### src/hdl/bchm_pkg.sv
/*
  Constants for the bridge clock, hot-swap and miscellaneous pin block:
  register offsets, field positions, reset values, timing counts.
  Assumes a 50 MHz primary clock and a 32-bit Avalon-MM register bus.
*/
package bchm_pkg;
  // Clock rate and timing
  localparam int CLK_MHZ         = 50;
  localparam int LED_PERIOD_US   = 500;
  localparam int LED_PERIOD_CYC  = LED_PERIOD_US * CLK_MHZ;
  localparam int LED_WINDOW_CYC  = 8;
  localparam int CLK_ALIVE_LIMIT = 16;

  // Register byte offsets
  localparam logic [7:0] OFS_CTRL     = 8'h00;
  localparam logic [7:0] OFS_GPIO     = 8'h04;
  localparam logic [7:0] OFS_STATUS   = 8'h08;
  localparam logic [7:0] OFS_IRQ_STAT = 8'h0c;
  localparam logic [7:0] OFS_IRQ_CLR  = 8'h10;
  localparam logic [7:0] OFS_IRQ_EN   = 8'h14;
  localparam logic [7:0] OFS_CLKRUN   = 8'h6c;

  // Control register fields
  localparam int CTRL_CLKDIS_LSB = 0;
  localparam int CTRL_ASYNC      = 5;
  localparam int CTRL_PSTATE_LSB = 6;
  localparam int CTRL_LED_ON     = 8;
  localparam int CTRL_EE_CLK     = 9;
  localparam int CTRL_EE_DO      = 10;
  localparam int CTRL_EE_OE      = 11;
  localparam logic [1:0]  PSTATE_D3HOT = 2'h3;
  localparam logic [11:0] CTRL_RESET   = 12'h000;
  localparam logic [7:0]  GPIO_RESET   = 8'h00;

  // Clock-run register: byte 6Fh bit 4 and its companion value
  localparam int CLKRUN_SEL = 28;
  localparam int CLKRUN_VAL = 29;
  localparam logic [1:0] CLKRUN_RESET = 2'h0;

  // Interrupt events
  localparam int IRQ_EJECT = 0;
  localparam int IRQ_LED   = 1;
  localparam int IRQ_GPIO  = 2;
  localparam int IRQ_W     = 3;

  // Synchroniser lanes
  localparam int SY_DCLK  = 0;
  localparam int SY_UCR   = 1;
  localparam int SY_DCR   = 2;
  localparam int SY_LED   = 3;
  localparam int SY_EJECT = 4;
  localparam int SY_EE    = 5;
  localparam int SY_STRAP = 6;
  localparam int SY_GPIO  = 7;
  localparam int SY_W     = 11;
endpackage

### src/hdl/bchm_top.sv
/*
  Clock distribution, clock-run, hot-swap, GPIO, EEPROM and scan pin
  control of a two-port bridge, with an Avalon-MM register slave.
  Assumes one clock ref_clk (the primary clock); all pins arrive
  asynchronously and the board resolves two-way pins from the enables.
*/
`timescale 1ns/10ps

// Behaviour
// - five downstream clock outputs derived from and locked to ref_clk.
// - each downstream clock output has its own disable bit.
// - primary logic on ref_clk; downstream clock input only observed.
// - async mode holds generated clocks off; agents use input clock.
// - upstream clock-run low means primary clock always running.
// - downstream clock-run follows upstream, or bit 5 of byte 6Fh when bit 4 of byte 6Fh is set.
// - hot-swap status output asserted on insertion or extraction event.
// - LED pin driven to show insertion or removal-ready status.
// - every 500us LED pin released 8 cycles and sampled.
// - ejector input low signals insertion or impending extraction.
// - strap high and D3hot: bus to B2, clocks stopped at 0.
// - strap low: D3hot leaves downstream clocks unchanged.
// - four GPIO pins, each input-only or bidirectional by enable bit.
// - scan test mode high makes scan enable an output driving 0.
// - EEPROM serial clock output and tri-stateable serial data pin.
module bchm_top import bchm_pkg::*; #(
  parameter int LED_PERIOD = LED_PERIOD_CYC
) (
  // Clock and reset
  input  wire logic        ref_clk,
  input  wire logic        sys_rst,
  // Avalon-MM slave
  input  wire logic [7:0]  avs_address,
  input  wire logic        avs_read,
  input  wire logic        avs_write,
  input  wire logic [31:0] avs_writedata,
  output logic      [31:0] avs_readdata,
  output logic             avs_waitrequest,
  // Interrupt
  output logic             irq,
  // Clocks and clock-run
  input  wire logic        downstream_clock_in,
  output logic      [4:0]  downstream_clock_out,
  input  wire logic        upstream_clock_run_n,
  input  wire logic        downstream_clock_run_n_in,
  output logic             downstream_clock_run_n_out,
  output logic             downstream_clock_run_n_oe,
  // Hot-swap
  output logic             hotswap_status_n,
  input  wire logic        hotswap_led_pin_in,
  output logic             hotswap_led_pin_out,
  output logic             hotswap_led_pin_oe,
  input  wire logic        ejector_n,
  // EEPROM
  output logic             eeprom_serial_clock,
  input  wire logic        eeprom_serial_data_in,
  output logic             eeprom_serial_data_out,
  output logic             eeprom_serial_data_oe,
  // General-purpose pins
  input  wire logic [3:0]  gpio_in,
  output logic      [3:0]  gpio_out,
  output logic      [3:0]  gpio_oe,
  // Straps and scan
  input  wire logic        power_clock_gate_strap,
  input  wire logic        scan_test_mode_n,
  output logic             scan_enable_out,
  output logic             scan_enable_oe
);

  typedef struct packed {
    logic [SY_W-1:0] sync1;
    logic [SY_W-1:0] sync2;
    logic            prev_dclk;
    logic [4:0]      idle_cnt;
    logic            dclk_alive;
    logic            strap_taken;
    logic            strap;
    logic [15:0]     led_tmr;
    logic [3:0]      led_win;
    logic            led_sample;
    logic            ej_prev;
    logic [3:0]      gpio_prev;
    logic [11:0]     ctrl;
    logic [7:0]      gpio;
    logic [1:0]      clkrun;
    logic [IRQ_W-1:0] irq_stat;
    logic [IRQ_W-1:0] irq_en;
    logic            toggle;
    logic [4:0]      ck_out;
    logic            irq;
    logic            hs_n;
    logic            led_oe;
    logic            led_out;
    logic            ee_clk;
    logic            ee_do;
    logic            ee_oe;
    logic [3:0]      gpio_do;
    logic [3:0]      gpio_oe;
    logic            dcr_out;
    logic            dcr_oe;
    logic            scan_oe;
    logic            scan_s1;
    logic            scan_s2;
    logic            wait_r;
    logic [31:0]     rdata;
  } bchm_state_type;

  bchm_state_type st_r;
  bchm_state_type st_nxt;

  logic [SY_W-1:0] pins;

  assign pins = {gpio_in, power_clock_gate_strap, eeprom_serial_data_in,
                 ejector_n, hotswap_led_pin_in, downstream_clock_run_n_in,
                 upstream_clock_run_n, downstream_clock_in};

  always_comb begin
    logic [SY_W-1:0]  s;
    logic [IRQ_W-1:0] ev;
    logic [IRQ_W-1:0] clr;
    logic             gate;
    logic             b2;
    logic             take;
    logic [31:0]      rd;
    s      = st_r.sync2;
    ev     = '0;
    clr    = '0;
    gate   = 1'b0;
    b2     = 1'b0;
    take   = 1'b0;
    rd     = 32'h0000_0000;
    st_nxt = st_r;
    st_nxt.sync1 = pins;
    st_nxt.sync2 = st_r.sync1;

    // downstream clock input watched, not used as a clock
    st_nxt.prev_dclk = s[SY_DCLK];
    if (s[SY_DCLK] != st_r.prev_dclk) begin
      st_nxt.idle_cnt = 5'h00;
    end else if (st_r.idle_cnt != 5'(CLK_ALIVE_LIMIT)) begin
      st_nxt.idle_cnt = st_r.idle_cnt + 5'h01;
    end
    st_nxt.dclk_alive = (st_r.idle_cnt != 5'(CLK_ALIVE_LIMIT));

    // Strap caught once after reset release
    if (!st_r.strap_taken) begin
      st_nxt.strap_taken = 1'b1;
      st_nxt.strap       = s[SY_STRAP];
    end

    // strap high and D3hot gate the clocks, bus in B2
    // strap low leaves the clocks alone
    gate = st_r.strap && st_r.strap_taken &&
           (st_r.ctrl[CTRL_PSTATE_LSB +: 2] == PSTATE_D3HOT);
    b2   = gate;

    // divided clock, one toggle flop shared by all outputs
    st_nxt.toggle = ~st_r.toggle;
    for (int i = 0; i < 5; i++) begin
      // async mode keeps generated clocks low
      st_nxt.ck_out[i] = st_nxt.toggle & ~st_r.ctrl[CTRL_CLKDIS_LSB + i] &
                         ~st_r.ctrl[CTRL_ASYNC] & ~gate;
    end

    st_nxt.dcr_oe = 1'b1;
    if (st_r.clkrun[0]) begin
      st_nxt.dcr_out = st_r.clkrun[1];
    end else begin
      st_nxt.dcr_out = s[SY_UCR];
    end

    // periodic release of the LED pin for sampling
    if (st_r.led_win != 4'h0) begin
      st_nxt.led_win = st_r.led_win - 4'h1;
      if (st_r.led_win == 4'h1) begin
        // sample held until the next window
        st_nxt.led_sample = s[SY_LED];
        ev[IRQ_LED]       = 1'b1;
      end
    end
    if (st_r.led_tmr == 16'(LED_PERIOD - 1)) begin
      st_nxt.led_tmr = 16'h0000;
      st_nxt.led_win = 4'(LED_WINDOW_CYC);
    end else begin
      st_nxt.led_tmr = st_r.led_tmr + 16'h0001;
    end
    st_nxt.led_oe = (st_nxt.led_win == 4'h0);
    st_nxt.led_out = st_r.ctrl[CTRL_LED_ON];

    // ejector falling edge is a hot-swap event
    st_nxt.ej_prev = s[SY_EJECT];
    if (st_r.ej_prev && !s[SY_EJECT]) begin
      ev[IRQ_EJECT] = 1'b1;
    end

    // GPIO input change event, output enables per pin
    st_nxt.gpio_prev = s[SY_GPIO +: 4];
    if (st_r.gpio_prev != s[SY_GPIO +: 4]) begin
      ev[IRQ_GPIO] = 1'b1;
    end
    st_nxt.gpio_do = st_r.gpio[3:0];
    st_nxt.gpio_oe = st_r.gpio[7:4];

    // EEPROM pins steered by control bits
    st_nxt.ee_clk = st_r.ctrl[CTRL_EE_CLK];
    st_nxt.ee_do  = st_r.ctrl[CTRL_EE_DO];
    st_nxt.ee_oe  = st_r.ctrl[CTRL_EE_OE];

    // scan enable driven low in normal operation
    st_nxt.scan_s1 = scan_test_mode_n;
    st_nxt.scan_s2 = st_r.scan_s1;
    st_nxt.scan_oe = st_r.scan_s2;

    // Register read view
    if (avs_address == OFS_CTRL) begin
      rd[11:0] = st_r.ctrl;
    end else if (avs_address == OFS_GPIO) begin
      rd[7:0] = st_r.gpio;
    end else if (avs_address == OFS_STATUS) begin
      rd[3:0] = s[SY_GPIO +: 4];
      rd[4]   = st_r.led_sample;
      rd[5]   = st_r.strap;
      // clock-run low reads as primary clock free-running
      rd[6]   = ~s[SY_UCR];
      rd[7]   = st_r.dclk_alive;
      rd[8]   = s[SY_EE];
      rd[9]   = b2;
      rd[10]  = s[SY_DCR];
    end else if (avs_address == OFS_IRQ_STAT) begin
      rd[IRQ_W-1:0] = st_r.irq_stat;
    end else if (avs_address == OFS_IRQ_EN) begin
      rd[IRQ_W-1:0] = st_r.irq_en;
    end else if (avs_address == OFS_CLKRUN) begin
      rd[CLKRUN_SEL] = st_r.clkrun[0];
      rd[CLKRUN_VAL] = st_r.clkrun[1];
    end

    // Avalon handshake: one wait cycle, transfer on waitrequest low
    take = (avs_read || avs_write) && !st_r.wait_r;
    if ((avs_read || avs_write) && st_r.wait_r) begin
      st_nxt.wait_r = 1'b0;
      st_nxt.rdata  = rd;
    end else begin
      st_nxt.wait_r = 1'b1;
    end
    if (take && avs_write) begin
      if (avs_address == OFS_CTRL) begin
        st_nxt.ctrl = avs_writedata[11:0];
      end else if (avs_address == OFS_GPIO) begin
        st_nxt.gpio = avs_writedata[7:0];
      end else if (avs_address == OFS_IRQ_CLR) begin
        clr = avs_writedata[IRQ_W-1:0];
      end else if (avs_address == OFS_IRQ_EN) begin
        st_nxt.irq_en = avs_writedata[IRQ_W-1:0];
      end else if (avs_address == OFS_CLKRUN) begin
        st_nxt.clkrun = {avs_writedata[CLKRUN_VAL],
                         avs_writedata[CLKRUN_SEL]};
      end
    end

    // Sticky events, set wins over clear
    st_nxt.irq_stat = (st_r.irq_stat & ~clr) | ev;
    st_nxt.irq      = |(st_nxt.irq_stat & st_nxt.irq_en);
    // status low while an ejector event is pending
    st_nxt.hs_n     = ~st_nxt.irq_stat[IRQ_EJECT];

    if (sys_rst) begin
      st_nxt = '0;
      st_nxt.sync1   = pins;
      // Synchronisers and edge history run on, no false edge at release
      st_nxt.sync2     = st_r.sync1;
      st_nxt.prev_dclk = s[SY_DCLK];
      st_nxt.ej_prev   = s[SY_EJECT];
      st_nxt.gpio_prev = s[SY_GPIO +: 4];
      st_nxt.ctrl    = CTRL_RESET;
      st_nxt.gpio    = GPIO_RESET;
      st_nxt.clkrun  = CLKRUN_RESET;
      st_nxt.hs_n    = 1'b1;
      st_nxt.led_oe  = 1'b1;
      st_nxt.dcr_out = 1'b1;
      st_nxt.wait_r  = 1'b1;
    end
  end

  always_ff @(posedge ref_clk) begin
    st_r <= st_nxt;
  end

  assign avs_readdata               = st_r.rdata;
  assign avs_waitrequest            = st_r.wait_r;
  assign irq                        = st_r.irq;
  assign downstream_clock_out       = st_r.ck_out;
  assign downstream_clock_run_n_out = st_r.dcr_out;
  assign downstream_clock_run_n_oe  = st_r.dcr_oe;
  assign hotswap_status_n           = st_r.hs_n;
  assign hotswap_led_pin_out        = st_r.led_out;
  assign hotswap_led_pin_oe         = st_r.led_oe;
  assign eeprom_serial_clock        = st_r.ee_clk;
  assign eeprom_serial_data_out     = st_r.ee_do;
  assign eeprom_serial_data_oe      = st_r.ee_oe;
  assign gpio_out                   = st_r.gpio_do;
  assign gpio_oe                    = st_r.gpio_oe;
  assign scan_enable_out            = 1'b0;
  assign scan_enable_oe             = st_r.scan_oe;

endmodule

### config.mk
export PLATFORM = sky130hd
export DESIGN_NAME = bchm_top
export DESIGN_NICKNAME = d
export VERILOG_FILES = /design/src/hdl/bchm_pkg.sv /design/src/hdl/bchm_top.sv
export SDC_FILE = /design/constraint.sdc
export NUM_CORES = 1
export LEC_CHECK = 0
export BUFFER_PORTS_ARGS = -buffer_cell sky130_fd_sc_hd__buf_4
export CAP_MARGIN = 10
export CORE_MARGIN = 2
export CORE_UTILIZATION = 48
export CTS_CLUSTER_DIAMETER = 50
export DETAILED_ROUTE_END_ITERATION = 16
export GPL_TIMING_DRIVEN = 0
export PLACE_DENSITY_LB_ADDON = 0.08
export SLEW_MARGIN = 20
export SYNTH_ARGS = -nofsm -noshare
export SYNTH_HDL_FRONTEND = slang
export SYNTH_SLANG_ARGS = --single-unit
### constraint.sdc
create_clock -name ref_clk -period 1.6 [get_ports ref_clk]
set_input_delay 0.08 -clock ref_clk [delete_from_list [all_inputs] [get_ports ref_clk]]
set_output_delay 0.08 -clock ref_clk [all_outputs]
set_load 0.005 [all_outputs]
==> impl_metrics.toml, run 1 <==
[status]
status = "finished, final reports clean"

[pwr]
p_sw_share_pct = 25.2
p_clk_share_pct = 46.1
p_seq_share_pct = 42.6
p_switching_mw = 2.00
vdd_ir_drop_max_mv = 0.838
combPwrFrac_pct = 11.3
intPower_mw = 5.95
power.total_mw = 7.96
power_density_mw_per_mm2 = 1200
p_leak_nw = 2.92

[finish]
final_cell_area_mm2 = 0.00664
antenna_cells = 0
nets = 700
fin_util_pct = 67.6
syn_to_final_growth_pct = 35.9
drive_gt1_share_pct = 29.0

[synth]
syn_inst = 495
synth.distinct_cells = 47
synth_area_leaders = "dfxtp_1 (52%), buf_4 (7.1%), mux2i_1 (7.0%)"
ys_ff_latch = 126
synth-seq-area-share_pct = 51.7
syn_area_per_cell_um2 = 9.87
synth.top_cell.area_share_pct = 51.7
synth_top_area_cell = "dfxtp_1"
yosysWarnings = 0
synthArstFlopShare_pct = 0
synth-main-ff-cell = "dfxtp_1"
syn-cell-area_mm2 = 0.00488
synth-edff-count = 0

[route]
ant_nets = 0
vias_per_cell = 4.88
firstDrtPassIters = 5
routed_wl_mm = 11.4
drt_iter0_markers = 144
drc = 0
detail_route.wl_per_cell_um = 14.5
vias = 3827

[die]
io_pins = 113
dieArea_mm2 = 0.0110
num_rows = 36
fp.dieW_um = 105
coreArea_mm2 = 0.00982
initial_core_util_pct = 49.7
die_h_um = 105

[clock_tree]
clockBufferDepth = 2
clock_sinks = 126
clkLatencyLatePin_ns = 0.51
cts_max_level = 4
clk_pin_slew_worst_paths_ns = 0.06
cts-root-buf = "clkbuf_8"
cts_buffers = 17
cts_tree = "built"

[sta]
worst_slew_pin_slew_ns = 0.796
setup_tns_ns = 0
finalClockSkew_ns = 0.00815
maxSlewViolCount = 0
slew_headroom_pct = 46.4
finalHoldViolations = 0
fmax_mhz = 637
period_needed_ns = 1.57
setup_viol = 0
min_period_over_period_pct = 98.1

[worst_hold_path]
holdPathStages = 4
hold-path-endpoint = "hotswap_status_n"
hp-class = "primary input to flip-flop"
hp-start = "avs_address[1]"

[setup_path]
start_kind = "flip-flop"
worstPathArrival_ns = 2.02
path_max_fanout = 7
cp-end-kind = "flip-flop"
path_class = "flip-flop to flip-flop"
required_ns = 2.05
r2r_slack_ns = 0.03
r2r-end = "st_r[112]"
ff2ff_path_depth = 5
r2r-start = "st_r[100]"

[global_route]
overflow = 0
grt_pass1_wl_mm = 18.2
grt_start_max_net_pins = 17
antenna_found_initial = 0
grt_usage_pct = 21.2
first_global_vias = 3735

[run]
maxCapViolations = 0

[placement]
port_buffers = 74
place_area_mm2 = 0.00567
place_hpwl_mm = 7.71
gp_congestion = 0.872
placed cells by master, fill, tap and decap left out, types with 18 or more instances in the layout:
cell,count
conb_1,19
nand3_1,18
dlygate4sd3_1,28
nand2_1,23
nor2_1,59
buf_4,125
a21oi_1,19
nor2b_1,19
dfxtp_1,122
mux2i_1,33
kinds of logic (layout without fill, tap and decap cells):
family,after synthesis,in the layout,synth area share [%]
other cells,1,19,0.0768
fa+ha+maj,6,6,1.54
simple gates,179,179,19.1
compound gates,49,49,6.69
xor+xnor,22,22,3.95
flops,126,126,51.7
mux,36,36,7.43
buf+inv,76,214,9.58
state kept, by name, indices dropped and copies added (netlist names):
| name | cells |
|---|---|
| eeprom_serial_clock | 1 |
| hotswap_led_pin_oe | 1 |
| avs_readdata | 14 |
| downstream_clock_run_n_oe | 1 |
| hotswap_led_pin_out | 1 |
| irq | 1 |
| gpio_out | 4 |
| eeprom_serial_data_oe | 1 |
| scan_enable_oe | 1 |
| avs_waitrequest | 1 |
| downstream_clock_run_n_out | 1 |
| eeprom_serial_data_out | 1 |
| downstream_clock_out | 5 |
| gpio_oe | 4 |
| st_r | 88 |
| hotswap_status_n | 1 |
Yosys cell counts (8+ instances only):
library cell and count:
nand2_1 24, buf_4 46, a21oi_1 19, nand3_1 19, mux2i_1 34, clkbuf_1 11
buf_2 8, inv_1 10, xor2_1 9, dfxtp_1 126, nand4_1 8, nor2_1 59
nor2b_1 19, nand3b_1 8, xnor2_1 13, nor3_1 8
stage by stage:
stage               hold WS (ns)  instances  setup slack [ns]
finish                    0.0340        784            0.0301
global route              0.0731        784           -0.0318
CTS                       0.0123        781           0.00314
detailed placement         0.185        720            -0.434
global placement           0.185        720            -0.375
floorplan                  0.108        513            0.0182
power groups by stage:
stage	registers [mW]	logic (mW)	clock network, mW
3_3_place_gp	3.43	0.715	0
5_1_grt	3.41	0.982	3.89
2_1_floorplan	3.42	0.493	0
6_report	3.39	0.895	3.67
3_5_place_dp	3.44	0.749	0
4_1_cts	3.38	0.835	3.72
critical path: stages, from the launching register on:
cell,delay (ns)
dfxtp_1,0.30
buf_4,0.14
nand4_1,0.16
or2_4,0.31
or4_1,0.46
a21oi_1,0.13
routing by layer:
metal | wire (um) | global-route usage [%]
met2 | 5570 | 35.2
met1 | 4910 | 25.9
met3 | 675 | 6.30
met5 | 0 | 0
met4 | 205 | 8.29
cell type report:
| type | count | area (um2) |
|---|---|---|
| sequential | 126 | 2530 |
| inverter | 11 | 41.3 |
| fill | 798 | 3180 |
| timing repair buffer | 107 | 877 |
| tap | 133 | 166 |
| multi-input combinational | 311 | 2010 |
| clock buffer | 17 | 414 |
| buffer | 64 | 437 |
| clock inverter | 15 | 163 |
worst max-delay path by stage:
stage | from | to | slack, ns | cells past startpoint
after floorplan | st_r[97] | st_r[100] | 0.02 | 7
after global placement | st_r[97] | st_r[99] | -0.38 | 7
after detailed placement | st_r[97] | st_r[99] | -0.43 | 7
after CTS | st_r[93] | st_r[92] | 0.003 | 5
final | st_r[100] | st_r[112] | 0.03 | 5
after global routing | st_r[100] | st_r[112] | -0.03 | 5
what timing repair did:
item                                    4_1_cts  5_1_grt
pin swaps                                     2        5
gates resized for setup                       8       17
endpoints found under the hold margin        41        0
buffers inserted                              2        3
hold buffers                                 28        0
endpoints found under the setup margin       23       33
Note: power is estimated with default switching activity, not from simulation.
==> run 2: changes to the inputs <==
--- a/config.mk
+++ b/config.mk
@@ -6,4 +6,5 @@
 export NUM_CORES = 1
 export LEC_CHECK = 0
+export ABC_AREA = 1
 export BUFFER_PORTS_ARGS = -buffer_cell sky130_fd_sc_hd__buf_4
 export CAP_MARGIN = 10
==> constraint.sdc (replaced) <==
create_clock -name ref_clk -period 1.6 [get_ports ref_clk]
set_input_delay 0.32 -clock ref_clk [delete_from_list [all_inputs] [get_ports ref_clk]]
set_output_delay 0.32 -clock ref_clk [all_outputs]
set_load 0.005 [all_outputs]
==> impl_metrics.toml, run 2 <==
[pwr]
power.total_mw = 8.23
p_leak_nw = 2.88
power_density_mw_per_mm2 = 1260
vdd_ir_drop_max_mv = 1.12

[worst_hold_path]
hp-class = "primary input to flip-flop"
holdPathStages = 3

[setup_path]
worstPathArrival_ns = 1.94
start_kind = "flip-flop"
required_ns = 2.06
cp-end-kind = "flip-flop"
path_class = "flip-flop to flip-flop"
path_max_fanout = 3
ff2ff_path_depth = 10

[global_route]
use_met1_pct = 24.9
grt.busiest_layer = "met2"
antenna_found_initial = 0
first_global_vias = 3801
use_met2_pct = 34.8
overflow = 0
met3_usage_pct = 6.31
grt_usage_pct = 20.9
grt_pass1_wl_mm = 17.8
grt_start_max_net_pins = 17

[die]
io_pins = 113
initial_core_util_pct = 48.7
fp.dieW_um = 105
die_h_um = 105
dieArea_mm2 = 0.0111
num_rows = 37
coreArea_mm2 = 0.0101

[route]
ant_nets = 0
firstDrtPassIters = 4
drt_iter0_markers = 129
routed_wl_mm = 10.9
detail_route.wl_per_cell_um = 12.7
drc = 0
vias_per_cell = 4.66
vias = 4029

[run]
maxCapViolations = 0

[synth]
synth_fa_ha_area_share_pct = 1.52
synth_top_area_cell = "dfxtp_1"
synth_xor_area_share_pct = 1.78
synth-seq-area-share_pct = 51.1
synth_compound_area_share_pct = 10.6
synthArstFlopShare_pct = 0
synth.top_cell.area_share_pct = 51.1
yosysMostFrequentCell = "dfxtp_1"
syn-cell-area_mm2 = 0.00493
ys_ff_latch = 126
syn_area_per_cell_um2 = 8.33
syn_inst = 592
synth.distinct_cells = 39
synth_area_leaders = "dfxtp_1 (51%), buf_4 (7.0%), nand2_1 (6.6%)"
yosysWarnings = 0
synth-edff-count = 0
synth_top_cells_by_count = "dfxtp_1 (126), nand2_1 (87), nor2_1 (63)"
synth_top_family_by_area = "simple AND/OR/NAND/NOR gates"
synthMuxAreaShare_pct = 0
synth-main-ff-cell = "dfxtp_1"
synth-simple-area-share_pct = 21.5

[clock_tree]
clock_sinks = 126
cts_buffers = 17
clkLatencyLatePin_ns = 0.52
cts-root-buf = "clkbuf_8"
cts_max_level = 4
clockBufferDepth = 2
clk_pin_slew_worst_paths_ns = 0.06
cts_tree = "built"

[sta]
worst_slew_pin_slew_ns = 0.596
rsz0062_at_grt = "no"
finalHoldViolations = 0
setup_tns_ns = 0
min_period_over_period_pct = 92.8
finalClockSkew_ns = 0.00509
maxSlewViolCount = 0
period_needed_ns = 1.48
fmax_mhz = 674
setup_viol = 0
slew_headroom_pct = 60.2

[finish]
largest_reg_flops = 88
regMostFlops = "st_r"
fin_util_pct = 64.2
fillers = 920
final_common_cell = "dfxtp_1"
syn_to_final_growth_pct = 31.9
most-common-layout-cells = "dfxtp_1 (124), buf_4 (121), nand2_1 (86)"
nets = 778
antenna_cells = 0
drive_gt1_share_pct = 27.8
fin_cells = 865

[placement]
post-place-cells = 820
port_buffers = 74
gp_congestion = 0.822
place_hpwl_mm = 7.91

[status]
status = "finished, final reports clean"
-- run 2: cell count changes after synthesis, sizes merged, moves of 15 or more --
| cell | delta |
|---|---|
| inv | +52 |
| mux2i | -34 |
| nand2 | +71 |
| a21oi | +27 |
| o21ai | +33 |
| nor2 | +15 |
| nor2b | -19 |
-- run 2: stage by stage --
stage,instance area (um2),setup slack [ns],hold slack [ns]
floorplan,5000,0.155,0.310
global route,6510,0.00673,0.0370
finish,6510,0.116,0.0454
global placement,5730,-0.223,0.311
CTS,6480,0.0116,0.0190
detailed placement,5730,-0.236,0.313
-- run 2: where the power goes --
group | total (mW) | internal [mW] | switching [mW]
clock network | 4.00 | 2.55 | 1.45
registers | 3.41 | 3.31 | 0.0979
logic | 0.821 | 0.382 | 0.439
-- run 2: what timing repair did --
action                     4_1_cts  5_1_grt
pin swaps                        1        2
hold buffers                    12        0
gates resized for setup          3        7
hold endpoints to repair        12        0
buffers inserted                 1        0
setup endpoints to repair       25       14
-- run 2: kinds of logic after synthesis --
group	after synthesis
adder cells (fa/ha/maj)	6
XOR/XNOR	10
AO/OA/AOI/OAI	94
buffers and inverters	125
other	1
AND/OR/NAND/NOR	230
flip-flops	126
-- run 2: critical path, cell delays in order, from the launching register on --
cell and delay (ns):
dfxtp_2 0.37, ha_4 0.15, nand2_2 0.08, nor2_4 0.12, nand2_2 0.07, nor2_4 0.11
nand2_2 0.10, inv_2 0.05, nand2_1 0.05, or2_0 0.21, a21oi_2 0.11
-- run 2: per-layer routing --
layer / wire, um / up-vias
met2: 5370 / 103
met5: 0 / -
li1: - / 2094
met4: 189 / 0
met3: 562 / 16
met1: 4820 / 1816
-- run 2: final cells by class --
cell class	instances	area [um2]	share of cell area (%)
repair buffers	87	683	10.5
well taps	136	170	2.61
flip-flops and latches	126	2520	38.8
inverters	65	244	3.75
multi-input cells	359	1840	28.3
clock buffers	17	414	6.36
clock inverters	15	206	3.17
plain buffers	60	424	6.52
-- run 2: worst paths after layout --
check	from	to	slack, ns
setup / recovery	st_r[97]	st_r[111]	0.12
hold / removal	avs_writedata[3]	st_r[78]	0.05
setup reg to reg	st_r[97]	st_r[111]	0.12
hold reg to reg	st_r[135]	st_r[124]	0.33
==> run 3: changes to the inputs <==
--- a/config.mk
+++ b/config.mk
@@ -15,4 +15,5 @@
 export GPL_TIMING_DRIVEN = 0
 export PLACE_DENSITY_LB_ADDON = 0.08
+export REMOVE_ABC_BUFFERS = 1
 export SLEW_MARGIN = 20
 export SYNTH_ARGS = -nofsm -noshare
==> constraint.sdc (replaced) <==
create_clock -name ref_clk -period 1.6 [get_ports ref_clk]
set_input_delay 0 -clock ref_clk [delete_from_list [all_inputs] [get_ports ref_clk]]
set_output_delay 0 -clock ref_clk [all_outputs]
set_load 0.005 [all_outputs]
==> impl_metrics.toml, run 3 (same netlist as run 2, synthesis figures left out) <==
[die]
io_pins = 113
dieArea_mm2 = 0.0111
num_rows = 37
coreArea_mm2 = 0.0101
die_h_um = 105
fp.dieW_um = 105
initial_core_util_pct = 48.7

[run]
maxCapViolations = 0

[sta]
rsz0062_at_grt = "yes"
min_period_over_period_pct = 91.9
holdWs_ns = -0.0202
fmax_mhz = 680
finalClockSkew_ns = 0.00619
maxSlewViolCount = 0
setup_tns_ns = 0
setup_viol = 0
slew_headroom_pct = 58.5
worst_slew_pin_slew_ns = 0.619
period_needed_ns = 1.47
finalHoldViolations = 2

[clock_tree]
cts_max_level = 4
cts_buffers = 17
clkLatencyLatePin_ns = 0.51
cts-root-buf = "clkbuf_8"
cts_tree = "built"
clk_pin_slew_worst_paths_ns = 0.05
clockBufferDepth = 2
clock_sinks = 126

[global_route]
grt_usage_pct = 20.4
grt_start_max_net_pins = 39
first_global_vias = 3838
grt_pass1_wl_mm = 17.7
antenna_found_initial = 0
overflow = 0

[setup_path]
path_class = "flip-flop to flip-flop"
crit_start = "st_r[97]"
r2r-start = "st_r[97]"
required_ns = 2.04
path_max_fanout = 3
worstPathArrival_ns = 1.91
start_kind = "flip-flop"
cp-end-kind = "flip-flop"

[pwr]
p_switching_mw = 1.82
p_sw_share_pct = 22.1
intPower_mw = 6.41
p_seq_share_pct = 41.4
p_clk_share_pct = 48.5
combPwrFrac_pct = 10.1
p_leak_nw = 2.76
power_density_mw_per_mm2 = 1280
vdd_ir_drop_max_mv = 0.773
power.total_mw = 8.23

[finish]
most-common-layout-cells = "dfxtp_1 (124), nand2_1 (86), buf_4 (81)"
largest_reg_flops = 88
seq_area_mm2 = 0.00252
fin_util_pct = 63.4
fillers = 865
drive_gt1_share_pct = 22.4
syn_to_final_growth_pct = 30.4
regMostFlops = "st_r"
multiInputGateArea_mm2 = 0.00185
nets = 753
final_common_cell = "dfxtp_1"
antenna_cells = 0

[route]
ant_nets = 0
vias = 4025
routed_wl_mm = 10.8
detail_route.wl_per_cell_um = 12.9
drc = 0
drt_iter0_markers = 189
firstDrtPassIters = 5
vias_per_cell = 4.81

[placement]
gp_congestion = 0.792
place_hpwl_mm = 6.98
port_buffers = 75

[worst_hold_path]
hp-start = "avs_address[6]"
hp-class = "primary input to flip-flop"

[status]
status = "finished, violations left"
violations = "negative hold slack"
[run 3: cell types whose count changed in the layout (fill, tap and decap cells not counted), sizes merged]
cell,change
clkinvlp,-2
dlygate4sd3,+28
bufinv,+1
clkbuf,-7
buf,-43
inv,-6
[run 3: per-stage QoR]
step / setup WS, ns / hold slack (ns) / std cells / area (um2)
after floorplan: 0.147 / 0.0277 / 550 / 4580
after global placement: -0.988 / 0.105 / 761 / 5320
after detailed placement: -1.03 / 0.106 / 761 / 5320
after CTS: 0.00245 / 0.0246 / 831 / 6360
after global routing: -0.0207 / 0.00633 / 836 / 6430
final: 0.129 / -0.0202 / 836 / 6430
[run 3: final timing paths]
check / to / slack [ns] / depth (start not counted)
setup / recovery: st_r[105] / 0.13 / 9
hold / removal: st_r[59] / -0.02 / 6
setup reg to reg: st_r[105] / 0.13 / 9
hold reg to reg: st_r[131] / 0.32 / 0
[run 3: layout make-up]
class	count	area share, %
multi-input combinational	359	28.8
sequential	126	39.3
tap	136	2.65
timing repair buffer	122	16.0
inverter	65	3.85
clock inverter	8	2.57
clock buffer	20	6.92
[run 3: worst max-delay path, cell delays in order (launching register included)]
cell and delay [ns]:
dfxtp_2 0.36, ha_4 0.15, nand2_2 0.08, nor2_4 0.12, nand2_2 0.07, nor2_4 0.12
buf_4 0.12, nand2_1 0.05, or2_0 0.20, a21oi_1 0.13
[run 3: what timing repair did]
item                                    CTS  global route
hold endpoints to repair                 64             2
pin swaps                                 0             9
endpoints found under the setup margin   19            22
buffers inserted                          0             6
resized for setup                         3            11
hold buffers                             42             1
[run 3: power by group through the flow]
stage / Clock, mW / Combinational (mW) / Sequential (mW)
after floorplan: 0 / 0.428 / 3.45
after global placement: 0 / 0.677 / 3.46
after detailed placement: 0 / 0.708 / 3.47
after CTS: 4.05 / 0.821 / 3.40
after global routing: 4.19 / 0.921 / 3.43
final: 3.99 / 0.830 / 3.41
[run 3: per-layer routing]
metal / wire [um] / part of all wire [%] / up-vias / global-route usage [%]
met2: 5380 / 50 / 105 / 34.3
met5: 0 / 0 / - / 0
met3: 493 / 4.6 / 12 / 4.95
met1: 4800 / 44 / 1863 / 25.1
met4: 129 / 1.2 / 0 / 8.10
li1: - / - / 2045 / -
